$ cat config.mk
export PLATFORM = sky130hd
export DESIGN_NAME = tpo_top
export DESIGN_NICKNAME = d
export VERILOG_FILES = /design/src/rtl/tpo_top.v /design/src/rtl/tpo_prescale.v /design/src/rtl/tpo_carrier.v
export VERILOG_INCLUDE_DIRS = /design/src /design/src/rtl
export SDC_FILE = /design/constraint.sdc
export NUM_CORES = 1
export LEC_CHECK = 0
export BUFFER_PORTS_ARGS = -buffer_cell sky130_fd_sc_hd__buf_2
export CORE_UTILIZATION = 55
export CTS_CLUSTER_DIAMETER = 50
export DETAILED_ROUTE_END_ITERATION = 6
export HOLD_SLACK_MARGIN = 0.12
export PLACE_DENSITY = 0.79
export SETUP_SLACK_MARGIN = 0.3
export SLEW_MARGIN = 10
export SYNTH_ARGS = -nofsm -noshare
export SYNTH_HDL_FRONTEND = slang
export SYNTH_SLANG_ARGS = --single-unit
export TNS_END_PERCENT = 5
$ cat constraint.sdc
create_clock -name clk -period 3.1 [get_ports clk]
set_input_delay 0.465 -clock clk [delete_from_list [all_inputs] [get_ports clk]]
set_output_delay 0.465 -clock clk [all_outputs]
set_load 0.02 [all_outputs]
$ cat src/rtl/tpo_defs.vh
// constants for the time pulse output gating block
// assumes a 100 MHz system clock and a 32-bit apb register bus
`ifndef TPO_DEFS_VH
`define TPO_DEFS_VH

// clock rate and derived timing
`define TPO_CLK_HZ 64'd100000000
`define TPO_MINUTE_S 64'd60
`define TPO_CARRIER_HZ 64'd77500
// one minute and half a carrier period in clock cycles; the half period is
// rounded to whole cycles, so the simulated carrier runs about 0.03 % fast
`define TPO_MINUTE_CYCLES 40'd6000000000
`define TPO_CARRIER_HALF 12'd645

// register byte addresses
`define TPO_ADDR_PRI_CONF 12'h000
`define TPO_ADDR_SEC_CONF 12'h004
`define TPO_ADDR_HOLD_LIM 12'h008
`define TPO_ADDR_CTRL 12'h00c
`define TPO_ADDR_STATUS 12'h010

// configuration byte fields
`define TPO_TB_MSB 7
`define TPO_TB_LSB 6
`define TPO_TB_LOCAL 2'h0
`define TPO_TB_STANDARD 2'h1
`define TPO_TB_UTC 2'h2
`define TPO_TB_SPARE 2'h3
`define TPO_CONF_RESET 8'h00

// holdover limit in minutes
`define TPO_HOLD_MIN 8'h02
`define TPO_HOLD_MAX 8'hff
`define TPO_HOLD_DEFAULT 8'h37

// control and status bit positions
`define TPO_CTRL_SEC_EN 0
`define TPO_ST_VALID 0
`define TPO_ST_RADIO 1
`define TPO_ST_ACTIVE 2
`define TPO_ST_LAPSED 3
`define TPO_ST_GATE 4
`define TPO_ST_REM_LSB 8
`define TPO_ST_REM_MSB 15

`endif

$ cat src/rtl/tpo_top.v
// time pulse output gating: time base choice, holdover timer and apb registers
// assumes time pulses and sync status come from logic on the same clock
`timescale 1ns/1ps
`include "tpo_defs.vh"
module tpo_top #(
   parameter [39:0] MINUTE_CYCLES = `TPO_MINUTE_CYCLES,
   parameter [11:0] CARRIER_HALF = `TPO_CARRIER_HALF
) (
   input wire clk,
   input wire rst,
   // apb slave
   input wire psel,
   input wire penable,
   input wire pwrite,
   input wire [11:0] paddr,
   input wire [31:0] pwdata,
   output reg [31:0] prdata,
   output reg pready,
   output reg pslverr,
   // system state
   input wire time_valid,
   input wire sync_radio,
   input wire pulse_local,
   input wire pulse_standard,
   input wire pulse_utc,
   // outputs
   output reg primary_pulse_output,
   output reg secondary_pulse_output,
   output wire antenna_simulation_output,
   output wire antenna_simulation_low
);
   reg [7:0] pri_conf_q;
   reg [7:0] sec_conf_q;
   reg [7:0] hold_lim_q;
   reg sec_en_q;
   reg [7:0] remain_q;
   reg radio_q;
   reg [31:0] rdata_d;
   reg rerr_d;
   reg hit_d;
   wire [7:0] wbyte;
   wire setup_acc;
   wire wr_done;
   wire minute_tick;
   wire hold_start;
   wire gate_open;
   wire pri_sel;
   wire sec_sel;
   reg [2:0] state_q;
   reg [2:0] state_d;

   // holdover states, one-hot
   localparam [2:0] ST_IDLE = 3'b001;
   localparam [2:0] ST_RUN = 3'b010;
   localparam [2:0] ST_LAPSED = 3'b100;

   // pick the pulse stream matching a config byte's time base field
   function pick_pulse;
      input [7:0] conf;
      input p_loc;
      input p_std;
      input p_utc;
      begin
         case (conf[`TPO_TB_MSB:`TPO_TB_LSB])
            `TPO_TB_STANDARD: pick_pulse = p_std;
            `TPO_TB_UTC: pick_pulse = p_utc;
            `TPO_TB_SPARE: pick_pulse = p_loc;
            default: pick_pulse = p_loc;
         endcase
      end
   endfunction

   // keep a written limit inside the legal span
   function [7:0] clamp_limit;
      input [7:0] v;
      begin
         if (v < `TPO_HOLD_MIN) begin
            clamp_limit = `TPO_HOLD_MIN;
         end else begin
            clamp_limit = v;
         end
      end
   endfunction

   // apb: first access cycle prepares the answer, second completes it,
   // so read data and pready leave flip-flops directly
   assign setup_acc = psel & penable & ~pready;
   assign wr_done = psel & penable & pready & pwrite & ~pslverr;
   assign wbyte = pwdata[7:0];

   always @* begin
      rdata_d = 32'h00000000;
      hit_d = 1'b1;
      case (paddr)
         `TPO_ADDR_PRI_CONF: rdata_d[7:0] = pri_conf_q;
         `TPO_ADDR_SEC_CONF: rdata_d[7:0] = sec_conf_q;
         `TPO_ADDR_HOLD_LIM: rdata_d[7:0] = hold_lim_q;
         `TPO_ADDR_CTRL: rdata_d[`TPO_CTRL_SEC_EN] = sec_en_q;
         `TPO_ADDR_STATUS: begin
            rdata_d[`TPO_ST_VALID] = time_valid;
            rdata_d[`TPO_ST_RADIO] = radio_q;
            rdata_d[`TPO_ST_ACTIVE] = state_q[1];
            rdata_d[`TPO_ST_LAPSED] = state_q[2];
            rdata_d[`TPO_ST_GATE] = gate_open;
            rdata_d[`TPO_ST_REM_MSB:`TPO_ST_REM_LSB] = remain_q;
         end
         default: hit_d = 1'b0;
      endcase
      // status is read only; writing it is refused
      rerr_d = ~hit_d | (pwrite & (paddr == `TPO_ADDR_STATUS));
   end

   always @(posedge clk) begin
      if (rst) begin
         pready <= 1'b0;
         prdata <= 32'h00000000;
         pslverr <= 1'b0;
      end else begin
         pready <= setup_acc;
         if (setup_acc) begin
            prdata <= pwrite ? 32'h00000000 : rdata_d;
            pslverr <= rerr_d;
         end else begin
            pslverr <= 1'b0;
         end
      end
   end

   // configuration registers
   always @(posedge clk) begin
      if (rst) begin
         pri_conf_q <= `TPO_CONF_RESET;
         sec_conf_q <= `TPO_CONF_RESET;
         hold_lim_q <= `TPO_HOLD_DEFAULT;
         sec_en_q <= 1'b0;
      end else if (wr_done) begin
         case (paddr)
            `TPO_ADDR_PRI_CONF: pri_conf_q <= wbyte;
            `TPO_ADDR_SEC_CONF: sec_conf_q <= wbyte;
            `TPO_ADDR_HOLD_LIM: hold_lim_q <= clamp_limit(wbyte);
            `TPO_ADDR_CTRL: sec_en_q <= pwdata[`TPO_CTRL_SEC_EN];
            default: sec_en_q <= sec_en_q;
         endcase
      end
   end

   // holdover timer shared by both pulses
   assign hold_start = radio_q & ~sync_radio & time_valid;

   tpo_prescale #(
      .WIDTH(40),
      .PERIOD(MINUTE_CYCLES)
   ) u_minute (
      .clk(clk),
      .rst(rst),
      .clr(hold_start),
      .tick_q(minute_tick)
   );

   always @* begin
      state_d = state_q;
      case (state_q)
         ST_IDLE: begin
            if (hold_start) begin
               state_d = ST_RUN;
            end
         end
         ST_RUN: begin
            if (sync_radio) begin
               state_d = ST_IDLE;
            end else if (minute_tick && remain_q == 8'h01 && hold_lim_q != `TPO_HOLD_MAX) begin
               state_d = ST_LAPSED;
            end
         end
         ST_LAPSED: begin
            if (sync_radio) begin
               state_d = ST_IDLE;
            end
         end
         default: state_d = ST_IDLE;
      endcase
   end

   always @(posedge clk) begin
      if (rst) begin
         state_q <= ST_IDLE;
         remain_q <= 8'h00;
         radio_q <= 1'b0;
      end else begin
         state_q <= state_d;
         radio_q <= sync_radio;
         if (hold_start && state_q == ST_IDLE) begin
            remain_q <= hold_lim_q;
         end else if (sync_radio) begin
            remain_q <= 8'h00;
         end else if (state_q == ST_RUN && minute_tick && remain_q != 8'h00
                      && hold_lim_q != `TPO_HOLD_MAX) begin
            remain_q <= remain_q - 8'h01;
         end
      end
   end

   // one gate for every output; limit 255 never closes it
   assign gate_open = time_valid & ((hold_lim_q == `TPO_HOLD_MAX) | (state_q != ST_LAPSED));
   assign pri_sel = pick_pulse(pri_conf_q, pulse_local, pulse_standard, pulse_utc);
   assign sec_sel = pick_pulse(sec_conf_q, pulse_local, pulse_standard, pulse_utc);

   always @(posedge clk) begin
      if (rst) begin
         primary_pulse_output <= 1'b0;
         secondary_pulse_output <= 1'b0;
      end else begin
         primary_pulse_output <= gate_open & pri_sel;
         secondary_pulse_output <= gate_open & sec_en_q & sec_sel;
      end
   end

   // the antenna simulation is keyed from the same primary pulse
   tpo_carrier #(
      .WIDTH(12),
      .HALF(CARRIER_HALF)
   ) u_carrier (
      .clk(clk),
      .rst(rst),
      .run(gate_open),
      .key_low(pri_sel),
      .carrier_q(antenna_simulation_output),
      .low_q(antenna_simulation_low)
   );
endmodule // tpo_top

$ cat src/rtl/tpo_prescale.v
// periodic tick generator: one pulse every PERIOD cycles
// assumes clr restarts the count so that the first tick follows a full period
`timescale 1ns/1ps
module tpo_prescale #(
   parameter WIDTH = 40,
   parameter [WIDTH-1:0] PERIOD = 40'd6000000000
) (
   input wire clk,
   input wire rst,
   input wire clr,
   output reg tick_q
);
   reg [WIDTH-1:0] cnt_q;

   always @(posedge clk) begin
      if (rst || clr) begin
         cnt_q <= {WIDTH{1'b0}};
         tick_q <= 1'b0;
      end else if (cnt_q == PERIOD - {{(WIDTH-1){1'b0}}, 1'b1}) begin
         cnt_q <= {WIDTH{1'b0}};
         tick_q <= 1'b1;
      end else begin
         cnt_q <= cnt_q + {{(WIDTH-1){1'b0}}, 1'b1};
         tick_q <= 1'b0;
      end
   end
endmodule // tpo_prescale

$ cat src/rtl/tpo_carrier.v
// square carrier for the antenna simulation, keyed low while the pulse is active
// assumes HALF is the half period in clock cycles; the rate is rounded to whole cycles
`timescale 1ns/1ps
module tpo_carrier #(
   parameter WIDTH = 12,
   parameter [WIDTH-1:0] HALF = 12'd645
) (
   input wire clk,
   input wire rst,
   input wire run,
   input wire key_low,
   output reg carrier_q,
   output reg low_q
);
   reg [WIDTH-1:0] cnt_q;

   always @(posedge clk) begin
      if (rst || !run) begin
         cnt_q <= {WIDTH{1'b0}};
         carrier_q <= 1'b0;
         low_q <= 1'b0;
      end else begin
         // amplitude drop follows the pulse; carrier phase never stops while running
         low_q <= key_low;
         if (cnt_q == HALF - {{(WIDTH-1){1'b0}}, 1'b1}) begin
            cnt_q <= {WIDTH{1'b0}};
            carrier_q <= ~carrier_q;
         end else begin
            cnt_q <= cnt_q + {{(WIDTH-1){1'b0}}, 1'b1};
         end
      end
   end
endmodule // tpo_carrier

# Word level (Yosys, flattened, before mapping)
# Index checks and enable logic that the tools add are counted.
# word_totals
in_bits	54
output_inout_bits	38
regBits	128
elab_cells	100
# op_classes
n_lt_le_gt_ge	1
reduce_logical	21
bitwise_logic	20
addsub	3
n_eq_ne	20
n_mux	18
# op_table
cell	n
$add A40 B1 Y40 const B	1
$eq A40 B33 Y1 const B	1
$mux W8	5
$eq A12 B4 Y1 const B	2
$pmux W3 S3	2
$mux W16	1
$pmux W4 S4	1
$add A12 B1 Y12 const B	1
$and A1 B1 Y1	12
$eq A12 B10 Y1 const B	1
$eq A12 B3 Y1 const B	1
$eq A12 B5 Y1 const B	1
$logic_not A12 Y1	1
$mux W3	4
$eq A8 B1 Y1 const B	1
$eq A8 B8 Y1 const B	1
$lt A8 B2 Y1 const B	1
$ne A8 B8 Y1 const B	1
$reduce_and A2 Y1	4
$reduce_bool A8 Y1	1
$sub A8 B1 Y8 const B	1
$logic_and A1 B1 Y1	6
$ne A3 B3 Y1 const B	2
$not A1 Y1	6
other kinds (16)	25

# Depth between registers and ports, before layout
# Gate-level depths: netlist of the first run.
# logic_depth
word_depth	7
mapped_depth	9
mapped_depth_nobuf	6

# Cells and area by module
# Synthesis of the first run repeated with hierarchy kept, for this count alone.
# unflattened
hier_cells	612
hier_area_um2	5489.0
# by_module_without_submodules
mod	n_inst	cells_each	seq_area_each_um2	area_each_um2
tpo_top	1	331	1141.1	2950.3
tpo_prescale	1	213	820.8	1876.8
tpo_carrier	1	68	280.3	661.9

# Least setup slack after synthesis of the first run
# Ideal clock, no wire load.
# synth_path
kind	register to register
start	register u_minute.cnt_q[36]
end	register u_minute.cnt_q[37]
setup_ps	122
required_ps	2978
path_stages_with_launch	8
slack_ps	1177
path_buffers	2
t_arrival_ps	1802
period_less_slack_ps	1923
path_cell_list	dfxtp_1 or4_1 or3_1 nor4_1 or3_1 buf_4 buf_6 a21oi_1
# synth_between
elab_chain_cells	2
elab_cells_between_ends	3
cone_classes	add/sub (1); eq/ne (1); reduce/logical (1)
# synth_lines
item	line	text
from (decl)	tpo_prescale.v:13	reg [WIDTH-1:0] cnt_q;
from (signal assigned)	tpo_prescale.v:17	cnt_q <= {WIDTH{1'b0}};
from (signal assigned)	tpo_prescale.v:20	cnt_q <= {WIDTH{1'b0}};
from (signal assigned)	tpo_prescale.v:23	cnt_q <= cnt_q + {{(WIDTH-1){1'b0}}, 1'b1};
parallel branches: the longest is 2 deep, another holds $add A40 B1 Y40	-	
# Several ways; the timed one is not identified.
# A chain may end at the register's enable or synchronous reset.

# Final worst setup path of the first run
# layout_path
start	register u_minute.cnt_q[36]
end	register u_minute.cnt_q[19]
# layout_between
elab_chain_cells	2
# layout_lines
item	line	text
$eq A40 B33 Y1	tpo_prescale.v:19	end else if (cnt_q == PERIOD - {{(WIDTH-1){1'b0}}, 1'b1}) begin
$reduce_or A2 Y1 (no line)	-	
# No other way between the ends.

==> results of run 1 <==
area by class of cell:
class,count,area [um2]
flip-flops and latches,112,2240
fillers,805,3490
multi-input cells,465,2890
clock buffers,11,141
well taps,129,161
clock inverters,5,80.1
inverters,17,63.8
repair buffers,58,308
power by group through the flow:
stage               clock, mW  combinational [mW]  sequential, mW
detailed placement          0               0.185            1.51
CTS                     0.976               0.188            1.47
finish                  0.952               0.187            1.47
global placement            0               0.180            1.50
global route             1.03               0.209            1.48
floorplan                   0               0.157            1.50
cells by family after synthesis:
group	after synthesis
flops	112
mux	31
xor+xnor	49
buf+inv	62
fa+ha+maj	10
other cells	1
simple gates	289
compound gates	70
cell usage in the layout, fill, tap and decap left out, types with 14 or more instances in the layout:
cell type  instances
a21oi_1           19
buf_2             51
conb_1            16
dfxtp_1          112
inv_1             17
mux2i_1           30
nand2_1           39
nand3_1           31
nand4_1           29
nor2_1           111
nor4_1            14
xnor2_1           17
xor2_1            32
per-layer routing:
layer / track usage / vias to the layer above / share of wire
li1: - / 2240 / -
met1: 0.290 / 2133 / 0.44
met2: 0.410 / 91 / 0.51
met3: 0.0472 / 20 / 0.034
met4: 0.0936 / 0 / 0.021
met5: 0 / - / 0
flip-flops by register name, summed over array words and instances, names as in the netlist, 3 cells and up:
signal           count
u_minute.cnt_q      40
prdata              16
u_carrier.cnt_q     12
hold_lim_q           8
pri_conf_q           8
remain_q             8
sec_conf_q           8
state_q              3
per-stage QoR:
| step | setup slack [ns] | area (um2) | instances |
|---|---|---|---|
| floorplan | 1.18 | 5460 | 639 |
| global placement | 0.640 | 5660 | 781 |
| detailed placement | 0.542 | 5660 | 781 |
| CTS | 0.741 | 5880 | 797 |
| global route | 0.572 | 5880 | 797 |
| finish | 0.729 | 5880 | 797 |
how the worst max path moves through the flow:
stage | from | end | slack (ns) | cells past startpoint
floorplan | u_minute.cnt_q[36] | u_minute.cnt_q[37] | 1.18 | 7
global placement | paddr[7] | sec_conf_q[7] | 0.64 | 6
detailed placement | paddr[7] | sec_conf_q[5] | 0.54 | 6
CTS | u_minute.cnt_q[36] | u_minute.cnt_q[19] | 0.74 | 6
global route | u_minute.cnt_q[36] | u_minute.cnt_q[26] | 0.57 | 6
finish | u_minute.cnt_q[36] | u_minute.cnt_q[19] | 0.73 | 6
critical path: cells and delay by family, from the launching register on:
family        cells  cell delay [ns]
flops             1             0.37
simple gates      5             1.51
buf+inv           1             0.35
==> results.md, run 1 <==
* Minimum clock period at about 2.4 ns
* Switching Share at 0.236
* CTS tree: yes
* Antenna Violating Nets Remaining at 0
* Chip Height at around 100 um
* Switching pwr at 0.615 mW
* Share of post-route cells with drive strength above 1 at 0.123
* Reg clk slew, reported paths at 0.10 ns
* Post-DP HPWL at 8290 um
* Post-Synth XOR/XNOR Area at 0.0794
* Worst hold stages at 3
* CP Class: register to register
* Cells after synthesis at approximately 620
* Crit-path slowest cell: or4_1
* Layout Area Growth over Synthesis at 8.84%
* Grt ovf at 0
* Vias/cell at 5.63
* Post-synthesis adder-cell area fraction at 0.0232
* Pleak at 2.36 nW
* VDD IR max at around 0.00033 V
* Hold EP: hold_lim_q[4]
* Total CTS buffers at 9
* Final Core Density at 0.628
* Post-Syn Area at ~0.0054 mm2
* Combinational share of power at 0.072
* Final setup vio count at 0
* Worst Hold Margin at ~0.37 ns
* Sequential area share after synthesis at 0.415
* Data required time of the worst path at between 3 and 4 ns
* Worst-margin pin slew at around 0.8 ns
* Core Area at ~0.0094 mm2
* Max Slew Vio Count at 0
* Reg2reg start: u_minute.cnt_q[36]
* Clk buf depth at 2
* Top post-synthesis cells by area: dfxtp_1 (41%), nor2_1 (7.7%), mux2i_1 (5.6%), xor2_1 (5.2%), nand4_1 (3.4%)
* Design Power at about 2.6 mW
* Seq pwr share at 0.564
* Most used standard cell by instance count after synthesis: dfxtp_1
* FP Rows at 35
* Setup crit end kind: register
* Pint at ~2.0 mW
* Yosys warnings at 0
* Mux cell area share after synthesis at 0.0597
* R2r endpoint: u_minute.cnt_q[19]
* Syn Area/Cell at a little under 9 um2
* DRT iter0 DRCs at between 150 and 200
* Async set-or-reset flop fraction in the synthesized netlist at 0
* Post-DR wirelength/cell at around 14 um
* Pwr dens at 444 mW/mm2
* Clock skew at around 0.015 ns
* Tot GR Track Use at 0.237
* Die Wd at roughly 100 um
* Most frequent CP cell: or3_1
* Pin count of the biggest net entering global routing at slightly above 40
* Clock power frac at 0.365
* Synth cell count leaders: dfxtp_1 (112), nor2_1 (111), nand2_1 (39)
* RSZ-0062 raised after global routing: false
* Worst r2r path cells at 6
* Top cell type's share of synthesized area at 0.415
* DR pass1 iterations at 5
* Setup bufs post-CTS at 0
* Max_slew headroom at 0.465
* CTS Hold Bufs at 0
* Final Hold Viols at 0
* Clk sinks at between 100 and 150
* DRC viols at 0
* Unique masters post-synth at 56
* Setup TNS at 0 ns
* Clk_lat worst skew at roughly 0.37 ns
* CP Launch Type: register
* Compound-gate portion of the synthesized area at 0.0850
* H-tree Lvls at 3
* ANT cells at 0
* Flop-to-flop setup slack at about 0.73 ns
* CTS Root Cell: clkbuf_8
* I/O pin count at 92
* Top_reg_cell synth: dfxtp_1
* Via count at ~4500
* Largest family of logic cells by synthesized area: simple AND/OR/NAND/NOR gates
* Starting density of the core at 0.577
* Initial antenna violation count at 0
* HP Start: pwdata[4]
* Highest clock rate at approximately 420 MHz
* Vias in the first global route at roughly 4300
* First-pass GRT wire length at slightly below 20000 um
* Period utilization at 0.765
* Crit-path max cell delay at between 0.5 and 0.6 ns
* Final nets at about 730
* I/O Buffers at slightly above 50
* MaxCap Viol Count at 0
* WL final at 11500 um
* Global placer's final weighted congestion at a little over 0.8
* Yosys reg bits at approximately 110
* Arrival time worst endpoint at roughly 2.6 ns
* HP Class: input pin to register
* Post-Synth Simple-Gate Area at 0.276
* Crit path cell chain: or4_1 -> or3_1 -> nor4_1 -> or3_1 -> buf_4 -> nor2_1
* EDFF count, synth at 0
* Die area at a little over 0.01 mm2
* # resized after CTS at 0
* Status: completed
* Worst Path Max Fanout at 40
* Dominant cell type by area after synthesis: dfxtp_1
No activity file was read; power rests on OpenSTA's default activity.
==> run 2: changes to the inputs <==
--- a/config.mk
+++ b/config.mk
@@ -7,11 +7,11 @@
 export NUM_CORES = 1
 export LEC_CHECK = 0
 export BUFFER_PORTS_ARGS = -buffer_cell sky130_fd_sc_hd__buf_2
-export CORE_UTILIZATION = 55
+export CORE_UTILIZATION = 51
 export CTS_CLUSTER_DIAMETER = 50
 export DETAILED_ROUTE_END_ITERATION = 6
 export HOLD_SLACK_MARGIN = 0.12
-export PLACE_DENSITY = 0.79
+export PLACE_DENSITY = 0.77
 export SETUP_SLACK_MARGIN = 0.3
 export SLEW_MARGIN = 10
 export SYNTH_ARGS = -nofsm -noshare
==> constraint.sdc (replaced) <==
create_clock -name clk -period 2.05 [get_ports clk]
set_input_delay 0.3075 -clock clk [delete_from_list [all_inputs] [get_ports clk]]
set_output_delay 0.3075 -clock clk [all_outputs]
set_load 0.02 [all_outputs]
==> results.md, run 2 (same netlist as run 1, synthesis figures left out) <==
* Reg2reg start: u_minute.cnt_q[36]
* ANT cells at 0
* R2r endpoint: u_minute.cnt_q[33]
* MaxCap Viol Count at 0
* Clk buf depth at 2
* Most frequent cells in the layout: nor2_1 (111), dfxtp_1 (109), buf_2 (51)
* Max_slew headroom at 0.651
* Worst Path Max Fanout at 20
* Vias/cell at about 5.6
* Final setup vio count at 0
* Reg clk slew, reported paths at 0.10 ns
* Switching pwr at between 0.9 and 1 mW
* Layout Area Growth over Synthesis at 14.5%
* Via count at ~4600
* CTS tree: yes
* HP Start: pwdata[5]
* Clock skew at about 0.0061 ns
* Pleak at between 2 and 3 nW
* CTS Root Cell: clkbuf_8
* Worst Hold Margin at 0.198 ns
* I/O Buffers at 51
* Post-DR wirelength/cell at approximately 15 um
* Worst hold stages at 3
* Clk sinks at 112
* Seq pwr share at 0.569
* Global placer's final weighted congestion at ~0.85
* CP Launch Type: register
* Vias in the first global route at between 4000 and 5000
* Tot GR Track Use at 0.223
* Initial antenna violation count at 0
* Final nets at 753
* Max Slew Vio Count at 0
* Setup crit end kind: register
* Finished Cell Area at between 0.006 and 0.007 mm2
* Max FFs per register at 40
* CP Class: register to register
* Worst-margin pin slew at 0.517 ns
* Critical path startpoint: u_minute.cnt_q[36]
* H-tree Lvls at 3
* First-pass GRT wire length at between 15000 and 20000 um
* DRT iter0 DRCs at approximately 240
* Worst r2r path cells at 6
* HP Class: input pin to register
* Post-DP HPWL at around 8400 um
* RSZ-0062 raised after global routing: true
* WL final at approximately 12000 um
* Design Power at roughly 3.9 mW
* Most common cell after layout, fill and taps aside: nor2_1
* Highest clock rate at between 500 and 600 MHz
* Arrival time worst endpoint at 2.22 ns
* Die area at approximately 0.011 mm2
* VDD IR max at 0.000583 V
* Regs by FF count: u_minute.cnt_q x40, prdata x16, u_carrier.cnt_q x12
* Clk_lat worst skew at around 0.38 ns
* Grt ovf at 0
* I/O pin count at about 90
* Clock power frac at 0.345
* Share of post-route cells with drive strength above 1 at 0.171
* Total CTS buffers at 9
* Final Core Density at 0.602
* Switching Share at 0.243
* Reg with most FFs: u_minute.cnt_q
* Pint at around 3.0 mW
* Core Area at 0.0103 mm2
* Starting density of the core at 0.526
* Final Hold Viols at 0
* Combinational share of power at 0.086
* Pin count of the biggest net entering global routing at around 40
* Pwr dens at ~630 mW/mm2
* Antenna Violating Nets Remaining at 0
* Chip Height at ~100 um
* Data required time of the worst path at ~2.3 ns
* Hold EP: hold_lim_q[5]
* Minimum clock period at 1.94 ns
* FP Rows at 37
* CTS Hold Bufs at 0
* Flop-to-flop setup slack at 0.11 ns
* Status: completed
* DRC viols at 0
* Dpl cell area at a little under 0.006 mm2
* DR pass1 iterations at 5
* Die Wd at roughly 100 um
* Period utilization at 0.948
run 2: timing repair:
item / 4_1_cts / 5_1_grt
pin swaps: 0 / 3
cloned: 0 / 3
gates resized for setup: 1 / 11
setup buffers: 0 / 2
endpoints found under the setup margin: 62 / 63
run 2: metal layers:
metal  up-vias  track usage  wire length, um
li1       2293            -                -
met1      2182        0.279             5460
met2       133        0.370             5760
met3        21       0.0580              717
met4         0       0.0805              241
met5         -            0                0
run 2: final cells by class:
cell class	instances	area, um2
fill	890	4090
multi-input combinational	465	2940
sequential	112	2250
timing repair buffer	84	571
tap	136	170
clock buffer	13	159
inverter	17	63.8
clock inverter	3	40.0
run 2: worst max path at each step:
| stage | endpoint | slack, ns | cells past startpoint |
|---|---|---|---|
| 2_1_floorplan | u_minute.cnt_q[36] | 0.24 | 7 |
| 3_3_place_gp | u_minute.cnt_q[27] | 0.004 | 6 |
| 3_5_place_dp | prdata[0] | -0.03 | 6 |
| 4_1_cts | u_minute.cnt_q[31] | 0.08 | 6 |
| 5_1_grt | u_minute.cnt_q[25] | 0.04 | 6 |
| 6_report | u_minute.cnt_q[33] | 0.11 | 6 |
run 2: stage by stage:
step	setup WS (ns)	TNS [ns]	instances
after floorplan	0.240	0	639
final	0.106	0	830
after global routing	0.0401	0	830
after detailed placement	-0.0270	-0.0270	809
after CTS	0.0774	0	825
after global placement	0.00351	0	809
run 2: critical path, stage by stage, from the launching register on:
cell,delay [ns]
dfxtp_2,0.33
or4_4,0.53
or3_4,0.35
nor4_4,0.16
or3_4,0.24
buf_12,0.17
nor2_1,0.06
run 2: power groups by stage:
stage,clock network [mW],logic [mW],registers (mW)
after CTS,1.37,0.311,2.22
final,1.35,0.337,2.23
after global placement,0,0.301,2.27
after detailed placement,0,0.308,2.27
after global routing,1.46,0.367,2.23
after floorplan,0,0.244,2.27
